--- src/irq_ctrl_pkg.sv ---
// Constants, register map and carrier types of the microcontroller interrupt controller
package irq_ctrl_pkg;

  // ==========================================================================
  // Bus geometry
  // ==========================================================================
  localparam int            ADDR_W        = 10;
  localparam int            BUS_W         = 32;
  localparam int            PC_W          = 12;

  // ==========================================================================
  // Register indexes (byte address is four times the index)
  // ==========================================================================
  localparam logic [7:0]    IDX_EDGE      = 8'hbf;
  localparam logic [7:0]    IDX_PEND      = 8'hc8;
  localparam logic [7:0]    IDX_EN        = 8'hc9;
  localparam logic [7:0]    IDX_STACK_POINTER_GLOBAL_ENABLE      = 8'hdf;
  localparam logic [7:0]    IDX_EVT_STAT  = 8'he0;
  localparam logic [7:0]    IDX_EVT_MASK  = 8'he1;

  // ==========================================================================
  // Field positions
  // ==========================================================================
  localparam int            BIT_EXT       = 0;
  localparam int            BIT_T0        = 4;
  localparam int            BIT_TC        = 5;
  localparam int            BIT_GIE       = 7;
  localparam int            EDGE_LO       = 3;
  localparam int            EDGE_HI       = 4;

  // Writable bits of each register; all others read as zero
  localparam logic [7:0]    SRC_MASK      = 8'h31;
  localparam logic [7:0]    EDGE_MASK     = 8'h18;
  localparam logic [7:0]    STACK_POINTER_GLOBAL_ENABLE_MASK     = 8'h83;

  // ==========================================================================
  // Reset values
  // ==========================================================================
  localparam logic [7:0]    EDGE_RST      = 8'h10;
  localparam logic [7:0]    PEND_RST      = 8'h00;
  localparam logic [7:0]    EN_RST        = 8'h00;
  localparam logic [7:0]    STACK_POINTER_GLOBAL_ENABLE_RST      = 8'h03;
  localparam logic [7:0]    EVT_RST       = 8'h00;

  // ==========================================================================
  // Edge select codes, vector and context layout
  // ==========================================================================
  localparam logic [1:0]    EDGE_RESERVED = 2'b00;
  localparam logic [1:0]    EDGE_RISE     = 2'b01;
  localparam logic [1:0]    EDGE_FALL     = 2'b10;
  localparam logic [1:0]    EDGE_BOTH     = 2'b11;
  localparam logic [PC_W-1:0] IRQ_VECTOR  = 12'h008;
  // Program flag bits kept by save and restore; timeout and powerdown flags excluded
  localparam logic [7:0]    FLAGS_KEEP    = 8'h3f;

  typedef struct packed {
    logic [7:0] working_reg;
    logic [7:0] program_flags;
  } ctx_s;

endpackage : irq_ctrl_pkg

--- src/mcu_interrupt_controller.sv ---
// Interrupt controller with register slave, edge detect, vectoring and context buffer
`timescale 1ns/1ps

module mcu_interrupt_controller (
  input  wire logic                             clock_i,
  input  wire logic                             arst_n_i,
  input  wire logic [irq_ctrl_pkg::ADDR_W-1:0]  avs_address_i,
  input  wire logic                             avs_read_i,
  input  wire logic                             avs_write_i,
  input  wire logic [irq_ctrl_pkg::BUS_W-1:0]   avs_writedata_i,
  input  wire logic [3:0]                       avs_byteenable_i,
  output logic      [irq_ctrl_pkg::BUS_W-1:0]   avs_readdata_o,
  output logic                                  avs_waitrequest_o,
  input  wire logic                             timer_zero_ovf_i,
  input  wire logic                             timer_counter_ovf_i,
  input  wire logic                             ext_line_pin_i,
  input  wire logic                             powerdown_i,
  input  wire logic                             irq_ack_i,
  input  wire logic                             return_from_irq_i,
  output logic                                  irq_take_o,
  output logic                                  pc_load_o,
  output logic      [irq_ctrl_pkg::PC_W-1:0]    pc_vector_o,
  output logic                                  stack_push_o,
  output logic      [1:0]                       stack_level_o,
  output logic                                  wake_o,
  input  wire logic                             ctx_save_i,
  input  wire logic                             ctx_restore_i,
  input  wire irq_ctrl_pkg::ctx_s               ctx_i,
  output irq_ctrl_pkg::ctx_s                    ctx_o,
  output logic                                  ctx_valid_o,
  output logic                                  irq_o
);
  import irq_ctrl_pkg::*;

  // ==========================================================================
  // Helpers
  // ==========================================================================
  // True when the pin transition matches the selected edge code
  function automatic logic edge_hit(input logic [1:0] sel, input logic rise, input logic fall);
    logic hit;
    hit = 1'b0;
    case (sel)
      EDGE_RISE: hit = rise;
      EDGE_FALL: hit = fall;
      EDGE_BOTH: hit = rise | fall;
      default:   hit = 1'b0;
    endcase
    return hit;
  endfunction : edge_hit

  // Source event vector in register layout, one bit per source
  function automatic logic [7:0] src_vec(input logic ext, input logic t0, input logic tc);
    logic [7:0] v;
    v          = 8'h00;
    v[BIT_EXT] = ext;
    v[BIT_T0]  = t0;
    v[BIT_TC]  = tc;
    return v;
  endfunction : src_vec

  // ==========================================================================
  // State
  // ==========================================================================
  typedef enum logic {BUS_IDLE, BUS_ANSWER} bus_state_e;

  bus_state_e        bus_ff;
  logic [7:0]        edge_ff;
  logic [7:0]        pend_ff;
  logic [7:0]        en_ff;
  logic              gie_ff;
  logic [1:0]        level_ff;
  logic [7:0]        evt_stat_ff;
  logic [7:0]        evt_mask_ff;
  logic              pin_prev_ff;
  logic              wake_latch_ff;
  logic [BUS_W-1:0]  rdata_ff;
  logic              irq_take_ff;
  logic              pc_load_ff;
  logic              push_ff;
  logic              wake_ff;
  ctx_s              ctx_buf_ff;
  logic              ctx_valid_ff;
  logic              irq_ff;

  logic [7:0]        idx;
  logic              aligned;
  logic              wr_commit;
  logic              wr_lane;
  logic [7:0]        wdata;
  logic              rise;
  logic              fall;
  logic              ext_evt;
  logic [7:0]        events;
  logic              take;

  // ==========================================================================
  // Avalon slave: one wait cycle, then answer
  // ==========================================================================
  assign idx       = avs_address_i[ADDR_W-1:2];
  assign aligned   = (avs_address_i[1:0] == 2'b00);
  assign wdata     = avs_writedata_i[7:0];
  assign wr_lane   = avs_byteenable_i[0] & aligned;
  assign wr_commit = avs_write_i & (bus_ff == BUS_ANSWER);

  // Waitrequest stays high except in the answer cycle
  always_ff @(posedge clock_i or negedge arst_n_i) begin
    if (!arst_n_i) begin
      bus_ff <= BUS_IDLE;
    end else begin
      case (bus_ff)
        BUS_IDLE:   if (avs_read_i | avs_write_i) bus_ff <= BUS_ANSWER;
        BUS_ANSWER: bus_ff <= BUS_IDLE;
        default:    bus_ff <= BUS_IDLE;
      endcase
    end
  end

  // Read data captured on the first cycle so it stands in the answer cycle
  always_ff @(posedge clock_i or negedge arst_n_i) begin
    if (!arst_n_i) begin
      rdata_ff <= '0;
    end else if (avs_read_i && bus_ff == BUS_IDLE) begin
      rdata_ff <= '0;
      if (!aligned) begin
        rdata_ff <= '0;
      end else if (idx == IDX_EDGE) begin
        rdata_ff[7:0] <= edge_ff;
      end else if (idx == IDX_PEND) begin
        rdata_ff[7:0] <= pend_ff;
      end else if (idx == IDX_EN) begin
        rdata_ff[7:0] <= en_ff;
      end else if (idx == IDX_STACK_POINTER_GLOBAL_ENABLE) begin
        rdata_ff[7:0] <= {gie_ff, 5'b00000, level_ff};
      end else if (idx == IDX_EVT_STAT) begin
        rdata_ff[7:0] <= evt_stat_ff;
      end else if (idx == IDX_EVT_MASK) begin
        rdata_ff[7:0] <= evt_mask_ff;
      end
    end
  end

  assign avs_readdata_o    = rdata_ff;
  assign avs_waitrequest_o = (bus_ff != BUS_ANSWER);

  // ==========================================================================
  // Edge detection and source events
  // ==========================================================================
  // Pin is taken as synchronous; only the previous level is kept
  always_ff @(posedge clock_i or negedge arst_n_i) begin
    if (!arst_n_i) begin
      pin_prev_ff <= 1'b1;
    end else begin
      pin_prev_ff <= ext_line_pin_i;
    end
  end

  assign rise    = ext_line_pin_i & ~pin_prev_ff;
  assign fall    = ~ext_line_pin_i & pin_prev_ff;
  assign ext_evt = edge_hit(edge_ff[EDGE_HI:EDGE_LO], rise, fall);
  assign events  = src_vec(ext_evt, timer_zero_ovf_i, timer_counter_ovf_i);

  // Edge select register, reserved code stored as written
  always_ff @(posedge clock_i or negedge arst_n_i) begin
    if (!arst_n_i) begin
      edge_ff <= EDGE_RST;
    end else if (wr_commit && wr_lane && idx == IDX_EDGE) begin
      edge_ff <= wdata & EDGE_MASK;
    end
  end

  // Pending flags: source set beats a software clear in the same cycle
  always_ff @(posedge clock_i or negedge arst_n_i) begin
    if (!arst_n_i) begin
      pend_ff <= PEND_RST;
    end else if (wr_commit && wr_lane && idx == IDX_PEND) begin
      pend_ff <= (wdata | events) & SRC_MASK;
    end else begin
      pend_ff <= pend_ff | events;
    end
  end

  // Enable bits, plain storage
  always_ff @(posedge clock_i or negedge arst_n_i) begin
    if (!arst_n_i) begin
      en_ff <= EN_RST;
    end else if (wr_commit && wr_lane && idx == IDX_EN) begin
      en_ff <= wdata & SRC_MASK;
    end
  end

  // ==========================================================================
  // Wake-up from powerdown
  // ==========================================================================
  // Any pin change wakes; only a matching edge is latched for service
  always_ff @(posedge clock_i or negedge arst_n_i) begin
    if (!arst_n_i) begin
      wake_ff       <= 1'b0;
      wake_latch_ff <= 1'b0;
    end else begin
      wake_ff <= powerdown_i & (rise | fall);
      if (powerdown_i && ext_evt) begin
        wake_latch_ff <= 1'b1;
      end else if (take) begin
        wake_latch_ff <= 1'b0;
      end
    end
  end

  assign wake_o = wake_ff;

  // ==========================================================================
  // Global enable, stack level and vectoring
  // ==========================================================================
  // Ack is honoured only while a request is shown; no service during powerdown
  assign take = irq_ack_i & irq_take_ff;

  // Hardware entry and exit win over a software write to the same bit
  always_ff @(posedge clock_i or negedge arst_n_i) begin
    if (!arst_n_i) begin
      gie_ff   <= 1'b0;
      level_ff <= STACK_POINTER_GLOBAL_ENABLE_RST[1:0];
    end else begin
      if (take) begin
        gie_ff <= 1'b0;
      end else if (return_from_irq_i) begin
        gie_ff <= 1'b1;
      end else if (wr_commit && wr_lane && idx == IDX_STACK_POINTER_GLOBAL_ENABLE) begin
        gie_ff <= wdata[BIT_GIE];
      end
      // Stack grows downward; wrap is the core's concern
      if (take) begin
        level_ff <= level_ff - 2'd1;
      end else if (return_from_irq_i) begin
        level_ff <= level_ff + 2'd1;
      end else if (wr_commit && wr_lane && idx == IDX_STACK_POINTER_GLOBAL_ENABLE) begin
        level_ff <= wdata[1:0];
      end
    end
  end

  // Request and the entry pulses toward the core
  always_ff @(posedge clock_i or negedge arst_n_i) begin
    if (!arst_n_i) begin
      irq_take_ff <= 1'b0;
      pc_load_ff  <= 1'b0;
      push_ff     <= 1'b0;
    end else begin
      irq_take_ff <= gie_ff & ~take & ~powerdown_i & (|(pend_ff & en_ff));
      pc_load_ff  <= take;
      push_ff     <= take;
    end
  end

  assign irq_take_o    = irq_take_ff;
  assign pc_load_o     = pc_load_ff;
  assign pc_vector_o   = IRQ_VECTOR;
  assign stack_push_o  = push_ff;
  assign stack_level_o = level_ff;

  // ==========================================================================
  // One-level context buffer
  // ==========================================================================
  // A second save overwrites the first; there is no nesting
  always_ff @(posedge clock_i or negedge arst_n_i) begin
    if (!arst_n_i) begin
      ctx_buf_ff   <= '0;
      ctx_valid_ff <= 1'b0;
    end else begin
      if (ctx_save_i) begin
        ctx_buf_ff.working_reg   <= ctx_i.working_reg;
        ctx_buf_ff.program_flags <= ctx_i.program_flags & FLAGS_KEEP;
      end
      ctx_valid_ff <= ctx_restore_i;
    end
  end

  assign ctx_o       = ctx_buf_ff;
  assign ctx_valid_o = ctx_valid_ff;

  // ==========================================================================
  // Event status, mask and interrupt line
  // ==========================================================================
  // Write one to clear; a new event in the same cycle keeps its bit
  always_ff @(posedge clock_i or negedge arst_n_i) begin
    if (!arst_n_i) begin
      evt_stat_ff <= EVT_RST;
      evt_mask_ff <= EVT_RST;
    end else begin
      if (wr_commit && wr_lane && idx == IDX_EVT_STAT) begin
        evt_stat_ff <= (evt_stat_ff & ~wdata) | events;
      end else begin
        evt_stat_ff <= evt_stat_ff | events;
      end
      if (wr_commit && wr_lane && idx == IDX_EVT_MASK) begin
        evt_mask_ff <= wdata & SRC_MASK;
      end
    end
  end

  always_ff @(posedge clock_i or negedge arst_n_i) begin
    if (!arst_n_i) begin
      irq_ff <= 1'b0;
    end else begin
      irq_ff <= |(evt_stat_ff & evt_mask_ff);
    end
  end

  assign irq_o = irq_ff;
endmodule : mcu_interrupt_controller

--- config.mk ---
export PLATFORM = sky130hd
export DESIGN_NAME = mcu_interrupt_controller
export DESIGN_NICKNAME = d
export VERILOG_FILES = /design/src/irq_ctrl_pkg.sv /design/src/mcu_interrupt_controller.sv
export SDC_FILE = /design/constraint.sdc
export NUM_CORES = 1
export LEC_CHECK = 0
export BUFFER_PORTS_ARGS = -buffer_cell sky130_fd_sc_hd__buf_4
export CAP_MARGIN = 20
export CORE_ASPECT_RATIO = 0.6
export CORE_MARGIN = 2
export CORE_UTILIZATION = 35
export CTS_CLUSTER_SIZE = 10
export DETAILED_ROUTE_END_ITERATION = 7
export MAX_ROUTING_LAYER = met4
export PLACE_DENSITY = 0.65
export REMOVE_ABC_BUFFERS = 1
export SYNTH_ARGS = -nofsm -noshare
export SYNTH_HDL_FRONTEND = slang
export SYNTH_SLANG_ARGS = --single-unit
--- constraint.sdc ---
create_clock -name clock_i -period 4.3 [get_ports clock_i]
set_input_delay 0.43 -clock clock_i [delete_from_list [all_inputs] [get_ports clock_i]]
set_output_delay 0.43 -clock clock_i [all_outputs]
set_load 0.01 [all_outputs]
Word level (Yosys, flattened, before mapping)
Index checks and enable logic that the tools add are counted.
- register bits after elaboration: 56
- bits in latches: 0
- bits in writable memories: 0
- memory bits (read-only): 0
- bits of input ports: 74
- logic and storage cells: 82
- memories: 0
- add/subtract/negate cells: 2
- multiply operators: 0
- div/mod/pow operators: 0
- order comparisons: 0
- eq/ne operators: 9
- shifts and indexed selects: 0
- muxes and demuxes: 18
- bitwise logic cells: 24
- reductions and logical operators: 12
- operators by type and width (kind ; number):
    $mux W8 ; 8
    $eq A8 B8 Y1 const B ; 6
    $or A8 B6 Y8 ; 3
    $and A8 B6 Y8 ; 2
    $reduce_or A8 Y1 ; 2
    $and A1 B1 Y1 ; 9
    $and A8 B8 Y8 ; 1
    $logic_and A1 B1 Y1 ; 8
    $not A8 Y8 ; 1
    $mux W2 ; 3
    $mux W6 ; 1
    $or A6 B6 Y6 ; 1
    $not A1 Y1 ; 5
    $eq A2 B2 Y1 const B ; 2
    $mux W1 ; 4
    $pmux W1 S3 ; 1
    $reduce_bool A3 Y1 ; 1
    $add A2 B1 Y2 const B ; 1
    $eq A2 B1 Y1 const B ; 1
    $logic_not A2 Y1 ; 1
    $or A1 B1 Y1 ; 2
    $pmux W1 S2 ; 1
    $sub A2 B1 Y2 const B ; 1

Logic depth before layout (Yosys ltp)
- depth after elaboration: 8
- gate-level depth with buffers: 7
- mapped depth without buffers: 7

Worst setup path after synthesis
OpenSTA, ideal clock, no wires.
- path kind: input port to flip-flop
- from: input port avs_address_i[1] (netlist name)
- to: register en_ff[0]
- library setup time: 0.125 ns
- data arrival time: 1.714 ns
- data required time: 4.175 ns
- slack: 2.462 ns
- cell stages on the path: 5
- path buffers: 1
- cells stage by stage: or2_4 -> or2_1 -> buf_6 -> nor3_1 -> mux2_2
- longest elaborated chain between the ends: 4
- ends and longest elaborated chain (element ; line ; source):
    start: declaration ; mcu_interrupt_controller.sv:7 ; input wire logic [irq_ctrl_pkg::ADDR_W-1:0] avs_address_i,
    $logic_not A2 Y1 ; mcu_interrupt_controller.sv:100 ; assign aligned = (avs_address_i[1:0] == 2'b00);
    $and A1 B1 Y1 ; mcu_interrupt_controller.sv:102 ; assign wr_lane = avs_byteenable_i[0] & aligned;
    $logic_and A1 B1 Y1 (2 in a row) ; mcu_interrupt_controller.sv:186 ; end else if (wr_commit && wr_lane && idx == IDX_EN) begin
    end signal: assignment ; mcu_interrupt_controller.sv:187 ; en_ff <= wdata & SRC_MASK;
    end: declaration ; mcu_interrupt_controller.sv:69 ; logic [7:0] en_ff;
Every way passes these cells.
A chain may end at the register's enable or synchronous reset.

Worst setup path after layout
- from: input port avs_address_i[1] (netlist name)
- to: register evt_mask_ff[5]
- longest elaborated chain between the ends: 4
- ends and longest elaborated chain (element ; line ; source):
    $logic_not A2 Y1 ; mcu_interrupt_controller.sv:100 ;
    $and A1 B1 Y1 ; mcu_interrupt_controller.sv:102 ;
    $logic_and A1 B1 Y1 (2 in a row) ; mcu_interrupt_controller.sv:294 ; if (wr_commit && wr_lane && idx == IDX_EVT_MASK) begin
    end signal: assignment ; mcu_interrupt_controller.sv:295 ; evt_mask_ff <= wdata & SRC_MASK;
    end: declaration ; mcu_interrupt_controller.sv:73 ; logic [7:0] evt_mask_ff;
Every way passes these cells.

==> metrics.md <==
| Metric | Value |
|---|---|
| Register bit total from synthesis | `51` |
| Cells after Synth | `232` |
| Async S/R FF share, synth | `100%` |
| Worst VDD drop | `0.000141 V` |
| Most numerous cell in the Yosys netlist | `dfrtp_1` |
| Sequential power share | `47.7%` |
| Vias in the first global route | `1,819` |
| FF-to-FF Start | `bus_ff` |
| IO Port Bufs | `75` |
| Layout fillers | `724` |
| Sw frac | `24.4%` |
| EDFF count, synth | `0` |
| Core area | `7240 um^2` |
| Commonest cells in the netlist | `dfrtp_1, buf_4, mux2_2, nand2_1` |
| Die span in x | `115 um` |
| Max Freq | `531 MHz` |
| Setup TNS | `0 ns` |
| Setup crit end | `evt_mask_ff[5]` |
| Final hold slack | `0.163 ns` |
| Final period util | `43.8%` |
| GRT Util Overall | `15.5%` |
| Critical Path RT | `4.48 ns` |
| Cell-internal power | `831 uW` |
| Final hold vios | `0` |
| Crit-path max FO | `7` |
| Via density | `4.62` |
| Antenna violations before repair | `0` |
| Post-synthesis average cell area | `11.2 um^2` |
| Setup ws final | `2.42 ns` |
| Synth warn | `0` |
| R2r endpoint | `evt_mask_ff[5]` |
| Maximum root-to-sink buffer count | `2` |
| Flop-to-flop setup slack | `2.44 ns` |
| Top post-synthesis cells by area | `dfrtp_1, buf_4, mux2_2` |
| Critical path startpoint | `avs_address_i[1]` |
| Register area share after synthesis | `49.3%` |
| First-pass detailed-route iteration total | `4` |
| Detailed placement HPWL | `4.57 mm` |
| Slew @ Worst Pin | `0.749 ns` |
| Final setup fails | `0` |
| Leak | `0.00156 uW` |
| Netlist cell types | `43` |
| Initial Util | `35.9%` |
| RSZ-0062 raised after global routing | `false` |
| Layout cells sized above 1 | `37.1%` |
| Clock period minus final worst setup slack | `1.88 ns` |
| Worst setup path class | `primary input to flop` |
| NetSw | `268 uW` |
| FF-to-FF path depth | `4` |
| DR DRC count | `0` |
| H-tree depth | `2` |
| Final nets | `382` |
| Hold-fix buffers, CTS | `0` |
| Io pins | `143` |
| Die H | `70.7 um` |
| CTS buffer count | `5` |
| Final WL | `5.92 mm` |
| Final Max Slew Viols | `0` |
| Antenna Cells | `0` |
| Clock Skew | `0.00637 ns` |
| Mapped Area | `2600 um^2` |
| Largest net degree at the start of global routing | `52` |
| Placement Cell Area | `3110 um^2` |
| Top cell type's share of synthesized area | `45.3%` |
| Num rows | `24` |
| Slew margin rel. | `49.6%` |
| Arrival time at the worst endpoint | `2.06 ns` |
| Post-CTS Resized | `0` |
| Post-DR wirelength/cell | `14.4 um` |
| Combinational Power Share | `14.1%` |
| Clock root buffer | `clkbuf_16` |
| Area grow syn2layout | `25.7%` |
| Status | `completed` |
| Hold WC Path Type | `primary input to asynchronous set/reset pin` |
| Post-Layout Inst Area | `3270 um^2` |
| CTS tree | `done` |
| Synth area leader | `dfrtp_1` |
| Critical path launch point type | `primary input` |
| GR Overflow Total | `0` |
| Via count | `1,900` |
| Post-CTS Setup Bufs | `0` |
| Most common flop cell mapped by yosys | `dfrtp_1` |
| Clock Power Share | `38.2%` |
| Max_cap viols | `0` |
| Routed Antenna Nets | `0` |
| Clock sinks | `51` |
| Reg clk slew, reported paths | `0.06 ns` |
| PD cells | `336 nW/um^2` |
| Worst setup EP type | `flop` |
| Die area | `8150 um^2` |
| First-pass GRT wire length | `9.21 mm` |
| Clock latency on the worst-skew pair | `0.29 ns` |
| Pre-CTS setup slack | `2.14 ns` |
| Iteration-0 DRC Markers | `102` |
| RD Place Congestion | `0.815` |
-- stage by stage --
| step | power [uW] | utilization [%] | instances |
|---|---|---|---|
| 6_report | 1100 | 45.1 | 411 |
| 5_1_grt | 1160 | 45.1 | 411 |
| 4_1_cts | 1120 | 45.1 | 411 |
| 3_5_place_dp | 690 | 42.9 | 403 |
| 3_3_place_gp | 686 | 42.9 | 403 |
| 2_1_floorplan | 596 | - | 224 |
-- worst max-delay path, stage by stage --
cell and delay, ns:
buf_4 0.11, or2_4 0.26, or2_1 0.35, nor3_1 0.52, mux2_2 0.39
-- area by class of cell --
class                           count  area [um^2]  area share (%)
Tap cell                          104          130            3.98
Sequential cell                    51         1280            39.2
Timing Repair Buffer               75          563            17.2
Clock buffer                        7          153            4.67
Inverter                            7         26.3           0.804
Clock inverter                      1         7.51           0.230
Multi-Input combinational cell    166         1110            33.9
-- layout by cell type, fill, tap and decap left out, types with 5 or more instances in the layout --
master / n
mux2_2: 22
dfrtp_1: 47
o21ai_0: 8
conb_1: 38
buf_4: 75
a21boi_0: 5
inv_1: 7
clkbuf_16: 5
nand2_1: 14
nor2_1: 7
a22o_1: 5
nor3_1: 8
-- per-layer routing --
layer	global-route usage (%)	vias up	part of all wire, %
li1	-	902	-
met1	22.3	927	48
met2	20.3	63	43
met3	4.46	8	7.5
met4	6.29	0	1.7
met5	-	-	0
-- state kept, by name, indices dropped and copies added, names as in the netlist, 2 cells and up --
register,flops
evt_stat_ff,8
ctx_o,14
evt_mask_ff,3
avs_readdata_o,8
pend_ff,3
en_ff,3
edge_ff,2
stack_level_o,2
-- how the worst min path moves through the flow --
stage	startpoint	end	slack, ns	cells after the start
3_5_place_dp	bus_ff	bus_ff	0.45	1
6_report	arst_n_i	evt_stat_ff[1]	0.16	1
4_1_cts	arst_n_i	evt_stat_ff[5]	0.19	1
3_3_place_gp	bus_ff	bus_ff	0.44	1
5_1_grt	arst_n_i	evt_stat_ff[1]	0.21	1
2_1_floorplan	arst_n_i	avs_readdata_o[0]	0.13	0
-- kinds of logic (layout without fill, tap and decap cells) --
| logic type | Yosys count | after routing | synth area share (%) |
|---|---|---|---|
| DFF | 51 | 51 | 49.3 |
| other | 2 | 38 | 0.289 |
| and+or+nand+nor | 61 | 61 | 14.3 |
| adders and majority gates | 2 | 2 | 0.963 |
| buffers and inverters | 51 | 90 | 13.3 |
| AOI/OAI and AO/OA | 40 | 40 | 11.2 |
| muxes | 25 | 25 | 10.7 |
-- power groups by stage --
| stage | Combinational, uW | Sequential, uW | Clock [uW] |
|---|---|---|---|
| floorplan | 56.6 | 540 | 0 |
| global placement | 153 | 532 | 0 |
| detailed placement | 156 | 534 | 0 |
| CTS | 156 | 525 | 440 |
| global route | 171 | 528 | 457 |
| finish | 154 | 524 | 420 |
(Power assumes the default switching activity.)
